<file path="src/inc/fmb_pkg.sv">
// Constants shared by the mailbox / reset / port control block
`default_nettype none
package fmb_pkg;
  // Data path widths
  localparam int unsigned LONG_W = 36;
  localparam int unsigned WORD_W = 18;
  localparam int unsigned BYTE_W = 9;
  localparam logic [35:0] MASK_LONG = 36'hFFFFFFFFF;
  localparam logic [35:0] MASK_WORD = 36'h00003FFFF;
  localparam logic [35:0] MASK_BYTE = 36'h0000001FF;

  // Port B bus width codes
  localparam logic [1:0] BW_LONG = 2'h0;
  localparam logic [1:0] BW_WORD = 2'h1;
  localparam logic [1:0] BW_BYTE = 2'h2;

  // Default flag offsets selected by the offset select pins
  localparam logic [7:0] OFS_NONE = 8'h00;
  localparam logic [7:0] OFS_8    = 8'h08;
  localparam logic [7:0] OFS_16   = 8'h10;
  localparam logic [7:0] OFS_64   = 8'h40;
  localparam logic [1:0] SEL_PAR  = 2'h0;
  localparam logic [1:0] SEL_8    = 2'h1;
  localparam logic [1:0] SEL_16   = 2'h2;

  // Edges of both port clocks needed while the main reset is held
  localparam logic [2:0] RST_EDGES = 3'h4;

  // Avalon register byte offsets
  localparam logic [3:0] REG_CTRL   = 4'h0;
  localparam logic [3:0] REG_STATUS = 4'h4;
  localparam logic [3:0] REG_PTRS   = 4'h8;
  localparam logic [3:0] REG_MAIL   = 4'hC;

  // Control register fields
  localparam int unsigned CTRL_FLUSH = 0;

  // Status register fields
  localparam int unsigned ST_A2B_FULL_N = 0;
  localparam int unsigned ST_B2A_FULL_N = 1;
  localparam int unsigned ST_EMPTY_N    = 2;
  localparam int unsigned ST_FULL_N     = 3;
  localparam int unsigned ST_SERIAL_N   = 4;
  localparam int unsigned ST_OFS_SEL    = 5;
  localparam int unsigned ST_WIDTH_EN   = 7;
  localparam int unsigned ST_SIZE       = 8;
  localparam int unsigned ST_ORDER      = 9;
  localparam int unsigned ST_FALL_THROUGH_MODE       = 10;
  localparam int unsigned ST_RST_OK     = 11;
  localparam int unsigned ST_DEF_OFS    = 16;

  // Pointer register fields
  localparam int unsigned PTR_RD = 0;
  localparam int unsigned PTR_WR = 16;

  // Reset values
  localparam logic [31:0] RD_ZERO   = 32'h00000000;
  localparam logic [35:0] DATA_ZERO = 36'h000000000;
endpackage
`default_nettype wire

</file>
<file path="src/hdl/fmb_port_ctrl.sv">
// Port control: mailboxes, resets, replay, Port B width, offset method, direction
//
// Operation
// - Port B mailbox select routes access to mailbox
// - Port B read: mailbox or FIFO output register
// - Port B writes only fill B-to-A mailbox
// - A-to-B flag low on Port A mailbox write
// - A-to-B writes blocked while flag low
// - A-to-B flag high on Port B mailbox read
// - B-to-A flag low on Port B mailbox write
// - B-to-A writes blocked while flag low
// - B-to-A flag high on Port A mailbox read
// - Both flags high after main/flush reset
// - Main/flush resets zero pointers and Port B output
// - Main reset captures offset method, width, order
// - Mailbox reset clears B-to-A mailbox
// - Flush reset keeps captured configuration
// - Replay strobe rewinds read pointer to zero
// - Replay only outside fall-through mode
// - Width select: 9-bit or 18-bit bus
// - Serial offset load low selects serial
// - Port A direction high writes, drives off
// - Port B direction low writes, drives off
// - Port A mailbox select routes to mailbox
// - Access only on clock edge with enable
// - Mailbox width follows Port B width
//
// The Avalon-MM slave port and the placing of the registers were decided locally.
`default_nettype none
module fmb_port_ctrl #(
  parameter int unsigned DEPTH = 16
) (
  input  wire logic        i_clk_sys,              // System clock, 50 MHz
  input  wire logic        i_rst,                  // Synchronous reset, high
  input  wire logic        i_port_a_clk,           // Port A clock pin
  input  wire logic        i_port_b_clk,           // Port B clock pin
  input  wire logic        i_main_reset_n,         // Main reset pin, low
  input  wire logic        i_mailbox_reset_n,      // B-to-A mailbox reset pin, low
  input  wire logic        i_flush_reset_n,        // Flush reset pin, low
  input  wire logic        i_replay_strobe_n,      // Replay strobe pin, low
  input  wire logic        i_port_a_en,            // Port A enable
  input  wire logic        i_port_b_en,            // Port B enable
  input  wire logic        i_port_b_select_n,      // Port B select, low
  input  wire logic        i_port_a_dir,           // Port A: high write, low read
  input  wire logic        i_port_b_dir,           // Port B: low write, high read
  input  wire logic        i_port_a_mailbox_sel,   // Port A mailbox select
  input  wire logic        i_port_b_mailbox_sel,   // Port B mailbox select
  input  wire logic        i_width_match_en,       // Width matching enable
  input  wire logic        i_bus_size_sel,         // High byte bus, low word bus
  input  wire logic        i_byte_order_sel,       // Byte order / fall-through mode
  input  wire logic        i_serial_offset_load_n, // Low selects serial offset load
  input  wire logic [1:0]  i_offset_sel,           // Default offset select
  input  wire logic [35:0] i_port_a_data,          // Port A data in
  input  wire logic [35:0] i_port_b_data,          // Port B data in
  output logic      [35:0] o_port_a_data,          // Port A data out
  output logic             o_port_a_data_oe,       // Port A output enable
  output logic      [35:0] o_port_b_data,          // Port B data out
  output logic             o_port_b_data_oe,       // Port B output enable
  output logic             o_a_to_b_mail_full_n,   // A-to-B mailbox flag
  output logic             o_b_to_a_mail_full_n,   // B-to-A mailbox flag
  output logic             o_fifo_empty_n,         // FIFO holds data
  output logic             o_fifo_full_n,          // FIFO has room
  input  wire logic [3:0]  i_avs_address,          // Avalon byte address
  input  wire logic        i_avs_read,             // Avalon read
  input  wire logic        i_avs_write,            // Avalon write
  input  wire logic [31:0] i_avs_writedata,        // Avalon write data
  input  wire logic [3:0]  i_avs_byteenable,       // Avalon byte enables
  output logic      [31:0] o_avs_readdata,         // Avalon read data
  output logic             o_avs_waitrequest       // Avalon waitrequest
);
  localparam int unsigned AW = $clog2(DEPTH);
  localparam int unsigned PW = AW + 1;
  localparam int unsigned SW = 91;

  initial begin
    if (DEPTH < 2 || (DEPTH & (DEPTH - 1)) != 0 || PW > 16)
      $error("fmb_port_ctrl: DEPTH must be a power of two from 2 to 32768");
  end

  ////////////////////////////////////////////////////////////////////////////
  // Pin synchronisation
  logic [SW-1:0] pins_s;
  logic          a_clk_s, b_clk_s, mrs_s, mbr_s, prs_s, rt_s;
  logic          a_en_s, b_en_s, b_sel_n_s, a_dir_s, b_dir_s, a_mbx_s, b_mbx_s;
  logic          bm_s, size_s, be_s, spm_s;
  logic [1:0]    fs_s;
  logic [35:0]   a_data_s, b_data_s;

  fmb_sync #(
    .W (SW)
  ) u_sync (
    .i_clk_sys (i_clk_sys),
    .i_rst     (i_rst),
    .i_async   ({i_port_a_clk, i_port_b_clk, i_main_reset_n, i_mailbox_reset_n,
                 i_flush_reset_n, i_replay_strobe_n, i_port_a_en, i_port_b_en,
                 i_port_b_select_n, i_port_a_dir, i_port_b_dir, i_port_a_mailbox_sel,
                 i_port_b_mailbox_sel, i_width_match_en, i_bus_size_sel, i_byte_order_sel,
                 i_serial_offset_load_n, i_offset_sel, i_port_a_data, i_port_b_data}),
    .o_sync    (pins_s)
  );

  assign {a_clk_s, b_clk_s, mrs_s, mbr_s, prs_s, rt_s, a_en_s, b_en_s, b_sel_n_s,
          a_dir_s, b_dir_s, a_mbx_s, b_mbx_s, bm_s, size_s, be_s, spm_s, fs_s,
          a_data_s, b_data_s} = pins_s;

  ////////////////////////////////////////////////////////////////////////////
  // Edge detection and decoded port cycles
  logic a_clk_q_r, a_clk_q_nxt;
  logic b_clk_q_r, b_clk_q_nxt;
  logic mrs_q_r, mrs_q_nxt;
  logic rt_q_r, rt_q_nxt;
  logic a_edge, b_edge, mrs_rise, rt_fall;
  logic a_acc, b_acc;
  logic a_mb_wr, a_mb_rd, a_fifo_wr;
  logic b_mb_wr, b_mb_rd, b_fifo_rd;
  logic soft_flush_r, soft_flush_nxt;
  logic flush_any, main_rst;

  always_comb begin
    a_clk_q_nxt = a_clk_s;
    b_clk_q_nxt = b_clk_s;
    mrs_q_nxt   = mrs_s;
    rt_q_nxt    = rt_s;
  end

  always_ff @(posedge i_clk_sys) begin
    if (i_rst) begin
      a_clk_q_r <= 1'b0;
      b_clk_q_r <= 1'b0;
      mrs_q_r   <= 1'b1;
      // Synchroniser resets low, so no false strobe follows reset
      rt_q_r    <= 1'b0;
    end else begin
      a_clk_q_r <= a_clk_q_nxt;
      b_clk_q_r <= b_clk_q_nxt;
      mrs_q_r   <= mrs_q_nxt;
      rt_q_r    <= rt_q_nxt;
    end
  end

  assign a_edge    = a_clk_s & ~a_clk_q_r;
  assign b_edge    = b_clk_s & ~b_clk_q_r;
  assign mrs_rise  = mrs_s & ~mrs_q_r;
  assign rt_fall   = ~rt_s & rt_q_r;
  assign main_rst  = ~mrs_s;
  assign flush_any = main_rst | ~prs_s | soft_flush_r;
  // Port cycles need a rising port clock and the port enable
  assign a_acc     = a_edge & a_en_s & ~flush_any;
  assign b_acc     = b_edge & b_en_s & ~b_sel_n_s & ~flush_any;
  assign a_mb_wr   = a_acc & a_dir_s & a_mbx_s;
  assign a_mb_rd   = a_acc & ~a_dir_s & a_mbx_s;
  assign a_fifo_wr = a_acc & a_dir_s & ~a_mbx_s;
  assign b_mb_wr   = b_acc & ~b_dir_s & b_mbx_s;
  assign b_mb_rd   = b_acc & b_dir_s & b_mbx_s;
  assign b_fifo_rd = b_acc & b_dir_s & ~b_mbx_s;

  ////////////////////////////////////////////////////////////////////////////
  // Configuration captured at the end of a main reset
  logic       cfg_spm_n_r, cfg_spm_n_nxt;
  logic [1:0] cfg_fs_r, cfg_fs_nxt;
  logic       cfg_bm_r, cfg_bm_nxt;
  logic       cfg_size_r, cfg_size_nxt;
  logic       cfg_be_r, cfg_be_nxt;
  logic [1:0] bw_code;
  logic [35:0] bw_mask;
  logic [7:0] def_ofs;
  logic       fall_through_mode;

  // Flush reset never touches these
  always_comb begin
    cfg_spm_n_nxt = cfg_spm_n_r;
    cfg_fs_nxt    = cfg_fs_r;
    cfg_bm_nxt    = cfg_bm_r;
    cfg_size_nxt  = cfg_size_r;
    cfg_be_nxt    = cfg_be_r;
    if (mrs_rise) begin
      cfg_spm_n_nxt = spm_s;
      cfg_fs_nxt    = fs_s;
      cfg_bm_nxt    = bm_s;
      cfg_size_nxt  = size_s;
      cfg_be_nxt    = be_s;
    end
  end

  always_ff @(posedge i_clk_sys) begin
    if (i_rst) begin
      cfg_spm_n_r <= 1'b1;
      cfg_fs_r    <= fmb_pkg::SEL_PAR;
      cfg_bm_r    <= 1'b0;
      cfg_size_r  <= 1'b0;
      cfg_be_r    <= 1'b0;
    end else begin
      cfg_spm_n_r <= cfg_spm_n_nxt;
      cfg_fs_r    <= cfg_fs_nxt;
      cfg_bm_r    <= cfg_bm_nxt;
      cfg_size_r  <= cfg_size_nxt;
      cfg_be_r    <= cfg_be_nxt;
    end
  end

  // Width select is assumed static, so the live pin is used with the enable
  always_comb begin
    if (!cfg_bm_r)
      bw_code = fmb_pkg::BW_LONG;
    else if (size_s)
      bw_code = fmb_pkg::BW_BYTE;
    else
      bw_code = fmb_pkg::BW_WORD;
    case (bw_code)
      fmb_pkg::BW_BYTE: bw_mask = fmb_pkg::MASK_BYTE;
      fmb_pkg::BW_WORD: bw_mask = fmb_pkg::MASK_WORD;
      default:          bw_mask = fmb_pkg::MASK_LONG;
    endcase
    if (!cfg_spm_n_r)
      def_ofs = fmb_pkg::OFS_NONE;
    else begin
      case (cfg_fs_r)
        fmb_pkg::SEL_PAR: def_ofs = fmb_pkg::OFS_NONE;
        fmb_pkg::SEL_8:   def_ofs = fmb_pkg::OFS_8;
        fmb_pkg::SEL_16:  def_ofs = fmb_pkg::OFS_16;
        default:          def_ofs = fmb_pkg::OFS_64;
      endcase
    end
  end

  // The order pin doubles as the timing mode once out of main reset
  assign fall_through_mode = be_s & mrs_s;

  ////////////////////////////////////////////////////////////////////////////
  // Main reset length check: four edges of each port clock
  logic [2:0] rst_a_cnt_r, rst_a_cnt_nxt;
  logic [2:0] rst_b_cnt_r, rst_b_cnt_nxt;
  logic       rst_ok_r, rst_ok_nxt;

  always_comb begin
    rst_a_cnt_nxt = rst_a_cnt_r;
    rst_b_cnt_nxt = rst_b_cnt_r;
    rst_ok_nxt    = rst_ok_r;
    if (main_rst) begin
      if (a_edge && rst_a_cnt_r != fmb_pkg::RST_EDGES)
        rst_a_cnt_nxt = rst_a_cnt_r + 3'h1;
      if (b_edge && rst_b_cnt_r != fmb_pkg::RST_EDGES)
        rst_b_cnt_nxt = rst_b_cnt_r + 3'h1;
    end else begin
      rst_a_cnt_nxt = 3'h0;
      rst_b_cnt_nxt = 3'h0;
    end
    if (mrs_rise)
      rst_ok_nxt = (rst_a_cnt_r == fmb_pkg::RST_EDGES) && (rst_b_cnt_r == fmb_pkg::RST_EDGES);
  end

  always_ff @(posedge i_clk_sys) begin
    if (i_rst) begin
      rst_a_cnt_r <= 3'h0;
      rst_b_cnt_r <= 3'h0;
      rst_ok_r    <= 1'b0;
    end else begin
      rst_a_cnt_r <= rst_a_cnt_nxt;
      rst_b_cnt_r <= rst_b_cnt_nxt;
      rst_ok_r    <= rst_ok_nxt;
    end
  end

  ////////////////////////////////////////////////////////////////////////////
  // Mailboxes and their flags
  logic [35:0] a2b_mbx_r, a2b_mbx_nxt;
  logic [35:0] b2a_mbx_r, b2a_mbx_nxt;
  logic        a2b_full_n_r, a2b_full_n_nxt;
  logic        b2a_full_n_r, b2a_full_n_nxt;

  // A read and a write in one cycle leave the flag low only if it was high; a low flag blocks the write
  always_comb begin
    a2b_mbx_nxt    = a2b_mbx_r;
    b2a_mbx_nxt    = b2a_mbx_r;
    a2b_full_n_nxt = a2b_full_n_r;
    b2a_full_n_nxt = b2a_full_n_r;
    if (b_mb_rd)
      a2b_full_n_nxt = 1'b1;
    if (a_mb_wr && a2b_full_n_r) begin
      a2b_mbx_nxt    = a_data_s & bw_mask;
      a2b_full_n_nxt = 1'b0;
    end
    if (a_mb_rd)
      b2a_full_n_nxt = 1'b1;
    if (b_mb_wr && b2a_full_n_r) begin
      b2a_mbx_nxt    = b_data_s & bw_mask;
      b2a_full_n_nxt = 1'b0;
    end
    if (!mbr_s)
      b2a_mbx_nxt = fmb_pkg::DATA_ZERO;
    if (flush_any) begin
      a2b_full_n_nxt = 1'b1;
      b2a_full_n_nxt = 1'b1;
    end
  end

  always_ff @(posedge i_clk_sys) begin
    if (i_rst) begin
      a2b_mbx_r    <= fmb_pkg::DATA_ZERO;
      b2a_mbx_r    <= fmb_pkg::DATA_ZERO;
      a2b_full_n_r <= 1'b1;
      b2a_full_n_r <= 1'b1;
    end else begin
      a2b_mbx_r    <= a2b_mbx_nxt;
      b2a_mbx_r    <= b2a_mbx_nxt;
      a2b_full_n_r <= a2b_full_n_nxt;
      b2a_full_n_r <= b2a_full_n_nxt;
    end
  end

  ////////////////////////////////////////////////////////////////////////////
  // FIFO pointers, storage and output registers
  logic [35:0]   mem_r [DEPTH];
  logic [PW-1:0] rd_ptr_r, rd_ptr_nxt;
  logic [PW-1:0] wr_ptr_r, wr_ptr_nxt;
  logic [PW-1:0] fill;
  logic          fifo_empty, fifo_full;
  logic [35:0]   a_out_r, a_out_nxt;
  logic [35:0]   b_out_r, b_out_nxt;
  logic          a_oe_r, a_oe_nxt;
  logic          b_oe_r, b_oe_nxt;

  assign fill       = wr_ptr_r - rd_ptr_r;
  assign fifo_empty = (fill == '0);
  assign fifo_full  = (fill == PW'(DEPTH));

  always_comb begin
    rd_ptr_nxt = rd_ptr_r;
    wr_ptr_nxt = wr_ptr_r;
    a_out_nxt  = a_out_r;
    b_out_nxt  = b_out_r;
    a_oe_nxt   = ~a_dir_s;
    b_oe_nxt   = b_dir_s & ~b_sel_n_s;
    if (a_fifo_wr && !fifo_full)
      wr_ptr_nxt = wr_ptr_r + PW'(1);
    if (a_mb_rd)
      a_out_nxt = b2a_mbx_r;
    if (b_mb_rd)
      b_out_nxt = a2b_mbx_r;
    else if (b_fifo_rd && !fifo_empty) begin
      b_out_nxt  = mem_r[rd_ptr_r[AW-1:0]] & bw_mask;
      rd_ptr_nxt = rd_ptr_r + PW'(1);
    end
    if (rt_fall && !fall_through_mode)
      rd_ptr_nxt = '0;
    if (flush_any) begin
      rd_ptr_nxt = '0;
      wr_ptr_nxt = '0;
      b_out_nxt  = fmb_pkg::DATA_ZERO;
    end
  end

  always_ff @(posedge i_clk_sys) begin
    if (a_fifo_wr && !fifo_full)
      mem_r[wr_ptr_r[AW-1:0]] <= a_data_s;
  end

  always_ff @(posedge i_clk_sys) begin
    if (i_rst) begin
      rd_ptr_r <= '0;
      wr_ptr_r <= '0;
      a_out_r  <= fmb_pkg::DATA_ZERO;
      b_out_r  <= fmb_pkg::DATA_ZERO;
      a_oe_r   <= 1'b0;
      b_oe_r   <= 1'b0;
    end else begin
      rd_ptr_r <= rd_ptr_nxt;
      wr_ptr_r <= wr_ptr_nxt;
      a_out_r  <= a_out_nxt;
      b_out_r  <= b_out_nxt;
      a_oe_r   <= a_oe_nxt;
      b_oe_r   <= b_oe_nxt;
    end
  end

  assign o_port_a_data        = a_out_r;
  assign o_port_a_data_oe     = a_oe_r;
  assign o_port_b_data        = b_out_r;
  assign o_port_b_data_oe     = b_oe_r;
  assign o_a_to_b_mail_full_n = a2b_full_n_r;
  assign o_b_to_a_mail_full_n = b2a_full_n_r;

  ////////////////////////////////////////////////////////////////////////////
  // Avalon-MM slave: one wait state, then the access completes
  logic        wait_r, wait_nxt;
  logic [31:0] rdata_r, rdata_nxt;
  logic        empty_n_r, full_n_r;
  logic [31:0] status_w, ptrs_w;
  logic        ctrl_hit;

  always_comb begin
    status_w = fmb_pkg::RD_ZERO;
    status_w[fmb_pkg::ST_A2B_FULL_N] = a2b_full_n_r;
    status_w[fmb_pkg::ST_B2A_FULL_N] = b2a_full_n_r;
    status_w[fmb_pkg::ST_EMPTY_N]    = ~fifo_empty;
    status_w[fmb_pkg::ST_FULL_N]     = ~fifo_full;
    status_w[fmb_pkg::ST_SERIAL_N]   = cfg_spm_n_r;
    status_w[fmb_pkg::ST_OFS_SEL +: 2] = cfg_fs_r;
    status_w[fmb_pkg::ST_WIDTH_EN]   = cfg_bm_r;
    status_w[fmb_pkg::ST_SIZE]       = (bw_code == fmb_pkg::BW_BYTE);
    status_w[fmb_pkg::ST_ORDER]      = cfg_be_r;
    status_w[fmb_pkg::ST_FALL_THROUGH_MODE]       = fall_through_mode;
    status_w[fmb_pkg::ST_RST_OK]     = rst_ok_r;
    status_w[fmb_pkg::ST_DEF_OFS +: 8] = def_ofs;
    ptrs_w = fmb_pkg::RD_ZERO;
    ptrs_w[fmb_pkg::PTR_RD +: PW] = rd_ptr_r;
    ptrs_w[fmb_pkg::PTR_WR +: PW] = wr_ptr_r;
  end

  assign ctrl_hit = i_avs_write & ~wait_r & (i_avs_address == fmb_pkg::REG_CTRL) & i_avs_byteenable[0];

  always_comb begin
    wait_nxt       = 1'b1;
    rdata_nxt      = rdata_r;
    soft_flush_nxt = ctrl_hit & i_avs_writedata[fmb_pkg::CTRL_FLUSH];
    if ((i_avs_read || i_avs_write) && wait_r) begin
      wait_nxt = 1'b0;
      case (i_avs_address)
        fmb_pkg::REG_STATUS: rdata_nxt = status_w;
        fmb_pkg::REG_PTRS:   rdata_nxt = ptrs_w;
        fmb_pkg::REG_MAIL:   rdata_nxt = a2b_mbx_r[31:0];
        default:             rdata_nxt = fmb_pkg::RD_ZERO;
      endcase
    end
  end

  always_ff @(posedge i_clk_sys) begin
    if (i_rst) begin
      wait_r       <= 1'b1;
      rdata_r      <= fmb_pkg::RD_ZERO;
      soft_flush_r <= 1'b0;
      empty_n_r    <= 1'b0;
      full_n_r     <= 1'b1;
    end else begin
      wait_r       <= wait_nxt;
      rdata_r      <= rdata_nxt;
      soft_flush_r <= soft_flush_nxt;
      empty_n_r    <= ~fifo_empty;
      full_n_r     <= ~fifo_full;
    end
  end

  assign o_avs_waitrequest = wait_r;
  assign o_avs_readdata    = rdata_r;
  assign o_fifo_empty_n    = empty_n_r;
  assign o_fifo_full_n     = full_n_r;
endmodule
`default_nettype wire

</file>
<file path="src/hdl/fmb_sync.sv">
// Two-flop synchroniser for a vector of pin inputs
`default_nettype none
module fmb_sync #(
  parameter int unsigned W = 1
) (
  input  wire logic         i_clk_sys, // System clock
  input  wire logic         i_rst,     // Synchronous reset, high
  input  wire logic [W-1:0] i_async,   // Pin levels
  output logic      [W-1:0] o_sync     // Synchronised levels
);
  logic [W-1:0] meta_r;
  logic [W-1:0] sync_r;

  initial begin
    if (W < 1) $error("fmb_sync: W must be at least 1");
  end

  always_ff @(posedge i_clk_sys) begin
    if (i_rst) begin
      meta_r <= '0;
      sync_r <= '0;
    end else begin
      meta_r <= i_async;
      sync_r <= meta_r;
    end
  end

  assign o_sync = sync_r;
endmodule
`default_nettype wire

</file>
<file path="config.mk">
export PLATFORM = sky130hd
export DESIGN_NAME = fmb_port_ctrl
export DESIGN_NICKNAME = d
export VERILOG_FILES = /design/src/inc/fmb_pkg.sv /design/src/hdl/fmb_port_ctrl.sv /design/src/hdl/fmb_sync.sv
export SDC_FILE = /design/constraint.sdc
export NUM_CORES = 1
export LEC_CHECK = 0
export BUFFER_PORTS_ARGS = -buffer_cell sky130_fd_sc_hd__buf_2
export CAP_MARGIN = 20
export CORE_MARGIN = 2
export CORE_UTILIZATION = 50
export CTS_CLUSTER_DIAMETER = 120
export DETAILED_ROUTE_END_ITERATION = 16
export HOLD_SLACK_MARGIN = 0.05
export PLACE_DENSITY = 0.72
export SLEW_MARGIN = 5
export SYNTH_ARGS = -nofsm -noshare
export SYNTH_HDL_FRONTEND = slang
export SYNTH_SLANG_ARGS = --single-unit
</file>
<file path="constraint.sdc">
create_clock -name i_clk_sys -period 6 [get_ports i_clk_sys]
set_input_delay 0.9 -clock i_clk_sys [delete_from_list [all_inputs] [get_ports i_clk_sys]]
set_output_delay 0.9 -clock i_clk_sys [all_outputs]
set_load 0.01 [all_outputs]
</file>
Word level (Yosys, flattened, before mapping)
Memories as Yosys holds them, arrays and structs flattened. A register that Yosys moved wholly into a read port is not among the register bits.
Index checks and enable logic that the tools add are counted.
Storage, ports and cells
  register bits after elaboration: 392
  bits in writable memories: 576
  input port bits: 135
  output and inout bits: 111
  word-level logic and storage cells: 134
  memories: 1
Memories
  mem_r: depth 16, width 36, read ports 1, clocked after Yosys merged registers in 1, write ports 1, RTL line fmb_port_ctrl.sv:313  | logic [35:0] mem_r [DEPTH];
Operators by class
  add/subtract/negate cells: 5
  equality and inequality tests: 12
  mux-type cells: 17
  bitwise operators: 47
  reductions and logical operators: 24
Operators by type and width (count)
  $and A36 B36 Y36: 3
  $pmux W32 S3: 1
  $mux W36: 2
  $pmux W36 S2: 1
  $and A1 B1 Y1: 25
  $pmux W7 S3: 1
  $not A1 Y1: 17
  $add A5 B1 Y5 const B: 2
  $logic_and A1 B1 Y1: 9
  $eq A4 B4 Y1 const B: 2
  $mux W4: 2
  $mux W1: 7
  $mux W7: 1
  $add A3 B1 Y3 const B: 2
  $eq A3 B3 Y1 const B: 2
  $ne A3 B3 Y1 const B: 2
  $reduce_bool A2 Y1: 3
  $reduce_or A2 Y1: 3
  $eq A5 B5 Y1 const B: 1
  $logic_not A5 Y1: 1
  $sub A5 B5 Y5: 1
  $eq A2 B1 Y1 const B: 2
  $eq A2 B2 Y1 const B: 2
  $eq A4 B3 Y1 const B: 1
  other kinds (8): 12

Depth between registers and ports, before layout
  word-level depth: 11
  depth in mapped cells: 9
  mapped depth without buffers: 7

Hierarchy
From an unflattened synthesis, not the netlist that was laid out.
Unflattened totals
  cell total of the unflattened synthesis: 2252
  area total of the unflattened synthesis: 35306.4 sq um
Modules (own cells, without submodules)
  fmb_port_ctrl: instances 1, cells an instance 1868, area each 30424.2 sq um, sequential area each 21580.7 sq um
  fmb_sync: instances 1, cells an instance 384, area each 4882.2 sq um, sequential area each 3643.5 sq um

Least setup slack after synthesis
No wires, ideal clock.
  path kind: flip-flop to flip-flop
  start: register rd_ptr_r[2]
  end: memory mem_r[15][0], enable pin
  library setup time: 474 ps
  data arrival time: 4044 ps
  required time: 5526 ps
  setup slack: 1482 ps
  stages on the path, launching flop included: 7
  path buffers: 0
  period minus slack after synthesis: 4518 ps
  cells stage by stage: dfxtp_1 inv_1 ha_1 and3b_2 o211ai_1 a211oi_4 nor3_1
On the way
  cells in the longest elaborated chain, start to end: 6
Ends and longest elaborated chain
  start: declaration: RTL line fmb_port_ctrl.sv:314  | logic [PW-1:0] rd_ptr_r, rd_ptr_nxt;
  start signal: assignment: RTL line fmb_port_ctrl.sv:367  | rd_ptr_r <= rd_ptr_nxt;
  $sub A5 B5 Y5: RTL line fmb_port_ctrl.sv:323  | assign fill = wr_ptr_r - rd_ptr_r;
  $eq A5 B5 Y1: RTL line fmb_port_ctrl.sv:325  | assign fifo_full = (fill == PW'(DEPTH));
  $logic_not A1 Y1: RTL line fmb_port_ctrl.sv:354  | if (a_fifo_wr && !fifo_full)
  $logic_and A1 B1 Y1: RTL line fmb_port_ctrl.sv:354
  $mux W1: RTL line fmb_port_ctrl.sv:354
  $mux W1 (not written as such): RTL line fmb_port_ctrl.sv:355  | mem_r[wr_ptr_r[AW-1:0]] <= a_data_s;
  end: declaration: RTL line fmb_port_ctrl.sv:313
Every way passes these cells.

Worst setup path in the final report
  start: register wr_ptr_r[2]
  end: memory mem_r[14][9], enable pin
On the way
  cells in the longest elaborated chain, start to end: 6
Ends and longest elaborated chain
  start: declaration: RTL line fmb_port_ctrl.sv:315  | logic [PW-1:0] wr_ptr_r, wr_ptr_nxt;
  start signal: assignment: RTL line fmb_port_ctrl.sv:368  | wr_ptr_r <= wr_ptr_nxt;
  $sub A5 B5 Y5: RTL line fmb_port_ctrl.sv:323
  $eq A5 B5 Y1: RTL line fmb_port_ctrl.sv:325
  $logic_not A1 Y1: RTL line fmb_port_ctrl.sv:354
  $logic_and A1 B1 Y1: RTL line fmb_port_ctrl.sv:354
  $mux W1: RTL line fmb_port_ctrl.sv:354
  $mux W1 (not written as such): RTL line fmb_port_ctrl.sv:355
Several ways; a longest one is shown, not always the timed one.

==> results.py <==
metrics = {
    "detailed_routing": {
        "viasPerCell": 5.803,
        "drc": 0,
        "dr.pass1.iters": 7,
        "antenna_left": 0,
        "drtIter0Drc": 2030,
        "dr_total_vias": 20250,
        "wl_um": 85510,
        "wl_per_cell_um": 24.50,
    },
    "floorplanning": {
        "die_area_mm2": 0.07303,
        "start_util_pct": 50.52,
        "ios": 246,
        "rows": 97,
        "core_mm2": 0.07015,
        "die_y_um": 270.2,
        "die_w_um": 270.2,
    },
    "worst_setup_path": {
        "critical_path.startpoint": "wr_ptr_r[2]",
        "arrival_ps": 4110,
        "critPathRequiredTime_ps": 6320,
        "crit_type": "register to register",
        "ff2ff_path_depth": 7,
        "critPathLaunchType": "register",
        "path_max_fanout": 21,
        "rrSetupSlack_ps": 2210,
        "slowest_stage": "and3_2",
        "critPathCapture": "mem_r[14][9]",
        "r2r_end": "mem_r[14][9]",
        "max_stage_delay_ps": 870,
        "crit_path_end_kind": "register",
        "r2r-start": "wr_ptr_r[2]",
        "path_cells": "ha_1, and3b_2, o211ai_1, a211oi_4, nor2_2, and3_2, buf_4",
    },
    "timing": {
        "worst_slack_ps": 2206,
        "worst_pin_slew_ps": 1118,
        "maxSlewViolCount": 0,
        "period_share_pct": 63.23,
        "setup_viol": 0,
        "grt_setup_unrepaired": "no",
        "tns_ps": 0,
        "finalHoldViolations": 0,
        "final.setup_skew_ps": 29.89,
        "max_slew_margin_pct": 25.43,
        "fin_crit_ps": 3794,
        "fmax_ghz": 0.2636,
    },
    "min_path": {
        "hold_path.class": "register to register",
        "hold_start": "u_sync.meta_r[54]",
    },
    "global_routing": {
        "track_usage_pct": 23.43,
        "grt_pass1_wl_um": 128800,
        "grt_pass1_vias": 20400,
        "grt_max_degree": 136,
        "grt_overflow": 0,
        "antenna_found_initial": 0,
    },
    "synth": {
        "synthCells": 2267,
        "synth_edf_count": 576,
        "synthesis.nets": 2415,
        "yosysUniqueCellTypes": 66,
        "synth_area_leaders": "edfxtp_1 (49%), dfxtp_1 (22%), mux4_2 (11%), nor2b_1 (3.4%), nand2_1 (2.3%)",
        "synthTopCellsByCount": "edfxtp_1 (576), dfxtp_1 (396), nand2_1 (220)",
        "syn_area_per_cell_um2": 15.63,
        "synth_most_common_cell": "edfxtp_1",
        "ys_seq_area_share_pct": 71.17,
        "postSynth.asyncResetShare_pct": 0,
        "syn-cell-area_mm2": 0.03544,
        "synth_flop_cell": "edfxtp_1",
        "yosys.area.top_type": "edfxtp_1",
        "ys_seq_elements": 972,
        "yosysWarnings": 0,
        "synth_top_area_share_pct": 48.80,
    },
    "clock_tree": {
        "cts_hold_buf": 0,
        "cts.repair.resized": 0,
        "numCtsBuffers": 95,
        "cts_setup_buffers": 0,
        "clock_path_buffers": 3,
        "cts_tree": "yes",
        "htreeDepth": 3,
        "cts.sinks": 972,
        "insertion_delay_ps": 660,
        "cts.reportedPaths.clkPinSlew_ps": 60,
        "cts_root_buffer": "clkbuf_16",
    },
    "placed_design": {
        "dpl.cell_count": 3313,
        "portBuffers": 211,
        "gp_congestion": 0.8734,
        "pre_cts_ws_ps": 2314,
        "hpwl_um": 48950,
        "placed_cell_area_mm2": 0.03742,
    },
    "final_layout": {
        "diodes": 0,
        "final_cells": 3490,
        "drive_above_1_share_pct": 24.67,
        "nets": 2618,
        "area_growth_pct": 14.45,
        "finalInstanceArea_mm2": 0.04056,
    },
    "status": {
        "outcome": "complete, no violations",
    },
    "power_and_ir_drop": {
        "p_leak_nw": 14.63,
        "p_total_mw": 13.21,
        "vdd_drop_max_mv": 0.2234,
        "powerDensity_mw_per_mm2": 325.8,
    },
    "run": {
        "maxCapViolCount": 0,
    },
}
==> per-layer routing <==
| layer | track usage, % | part of all wire [%] | vias up |
|---|---|---|---|
| met4 | 7.938 | 2.7 | 0 |
| met3 | 4.214 | 8.2 | 146 |
| met5 | 0 | 0 | - |
| met2 | 37.93 | 48 | 935 |
| met1 | 32.22 | 41 | 10300 |
| li1 | - | - | 8867 |
==> flip-flops by register name, summed over array words and instances (netlist names), 2 cells and up, named ones only <==
register / cells
a2b_mbx_r: 36
b2a_mbx_r: 36
cfg_fs_r: 2
mem_r: 576
o_avs_readdata: 32
o_port_a_data: 36
o_port_b_data: 36
rd_ptr_r: 5
rst_a_cnt_r: 3
rst_b_cnt_r: 3
u_sync.meta_r: 91
u_sync.o_sync: 91
wr_ptr_r: 5
==> layout by cell type (no fill, tap or decap), drive strengths merged, types with 32 or more instances in the layout <==
cell type,n
edfxtp,576
dfxtp,396
buf,249
nand2,220
nor2b,195
mux4,171
clkbuf,139
a21oi,132
nor2,57
o211ai,55
nand3b,39
inv,37
clkinv,35
o21ai,32
==> cell families after synthesis <==
logic type                 after synthesis  synth area share, %
and+or+nand+nor                        598                8.851
buffers and inverters                  182                2.217
DFF                                    972                71.17
AOI/OAI and AO/OA                      288                5.140
adders and majority gates               13               0.4590
xor gates and xnor gates                 9               0.2648
muxes                                  205                11.89
==> where the power goes <==
| part | internal (mW) | switching, mW |
|---|---|---|
| logic | 0.0675 | 0.0973 |
| clock network | 3.40 | 2.49 |
| registers | 7.10 | 0.0591 |
==> cell type report <==
cell class	instances	area, µm²
Clock inverter	38	325.3
Inverter	39	146.4
Clock buffer	139	2813
Tap cell	940	1176
Fill cell	5343	29590
Timing Repair Buffer	249	1376
Multi-Input combinational cell	1113	9487
Sequential cell	972	25240
==> worst min path at each step <==
stage | to | cells after the start | slack [ps]
global route | u_sync.meta_r[69] | 2 | 450
floorplan | o_port_b_data_oe | 1 | 400
detailed placement | u_sync.o_sync[57] | 1 | 420
global placement | u_sync.o_sync[0] | 1 | 420
CTS | u_sync.meta_r[51] | 2 | 420
finish | u_sync.o_sync[54] | 1 | 430
==> worst max-delay path, delay by kind of cell (launching register included) <==
kind	cells	cell delay (ps)
and+or+nand+nor	3	1560
DFF	1	510
AOI/OAI and AO/OA	2	530
buffers and inverters	1	450
adders and majority gates	1	380
==> through the flow <==
stage               hold WS [ps]  util (%)
global placement           417.2     53.35
floorplan                  401.8         -
global route               446.9     57.82
finish                     432.1     57.82
detailed placement         420.4     53.35
CTS                        419.4     57.82
Power figures use the tool's default switching activity.
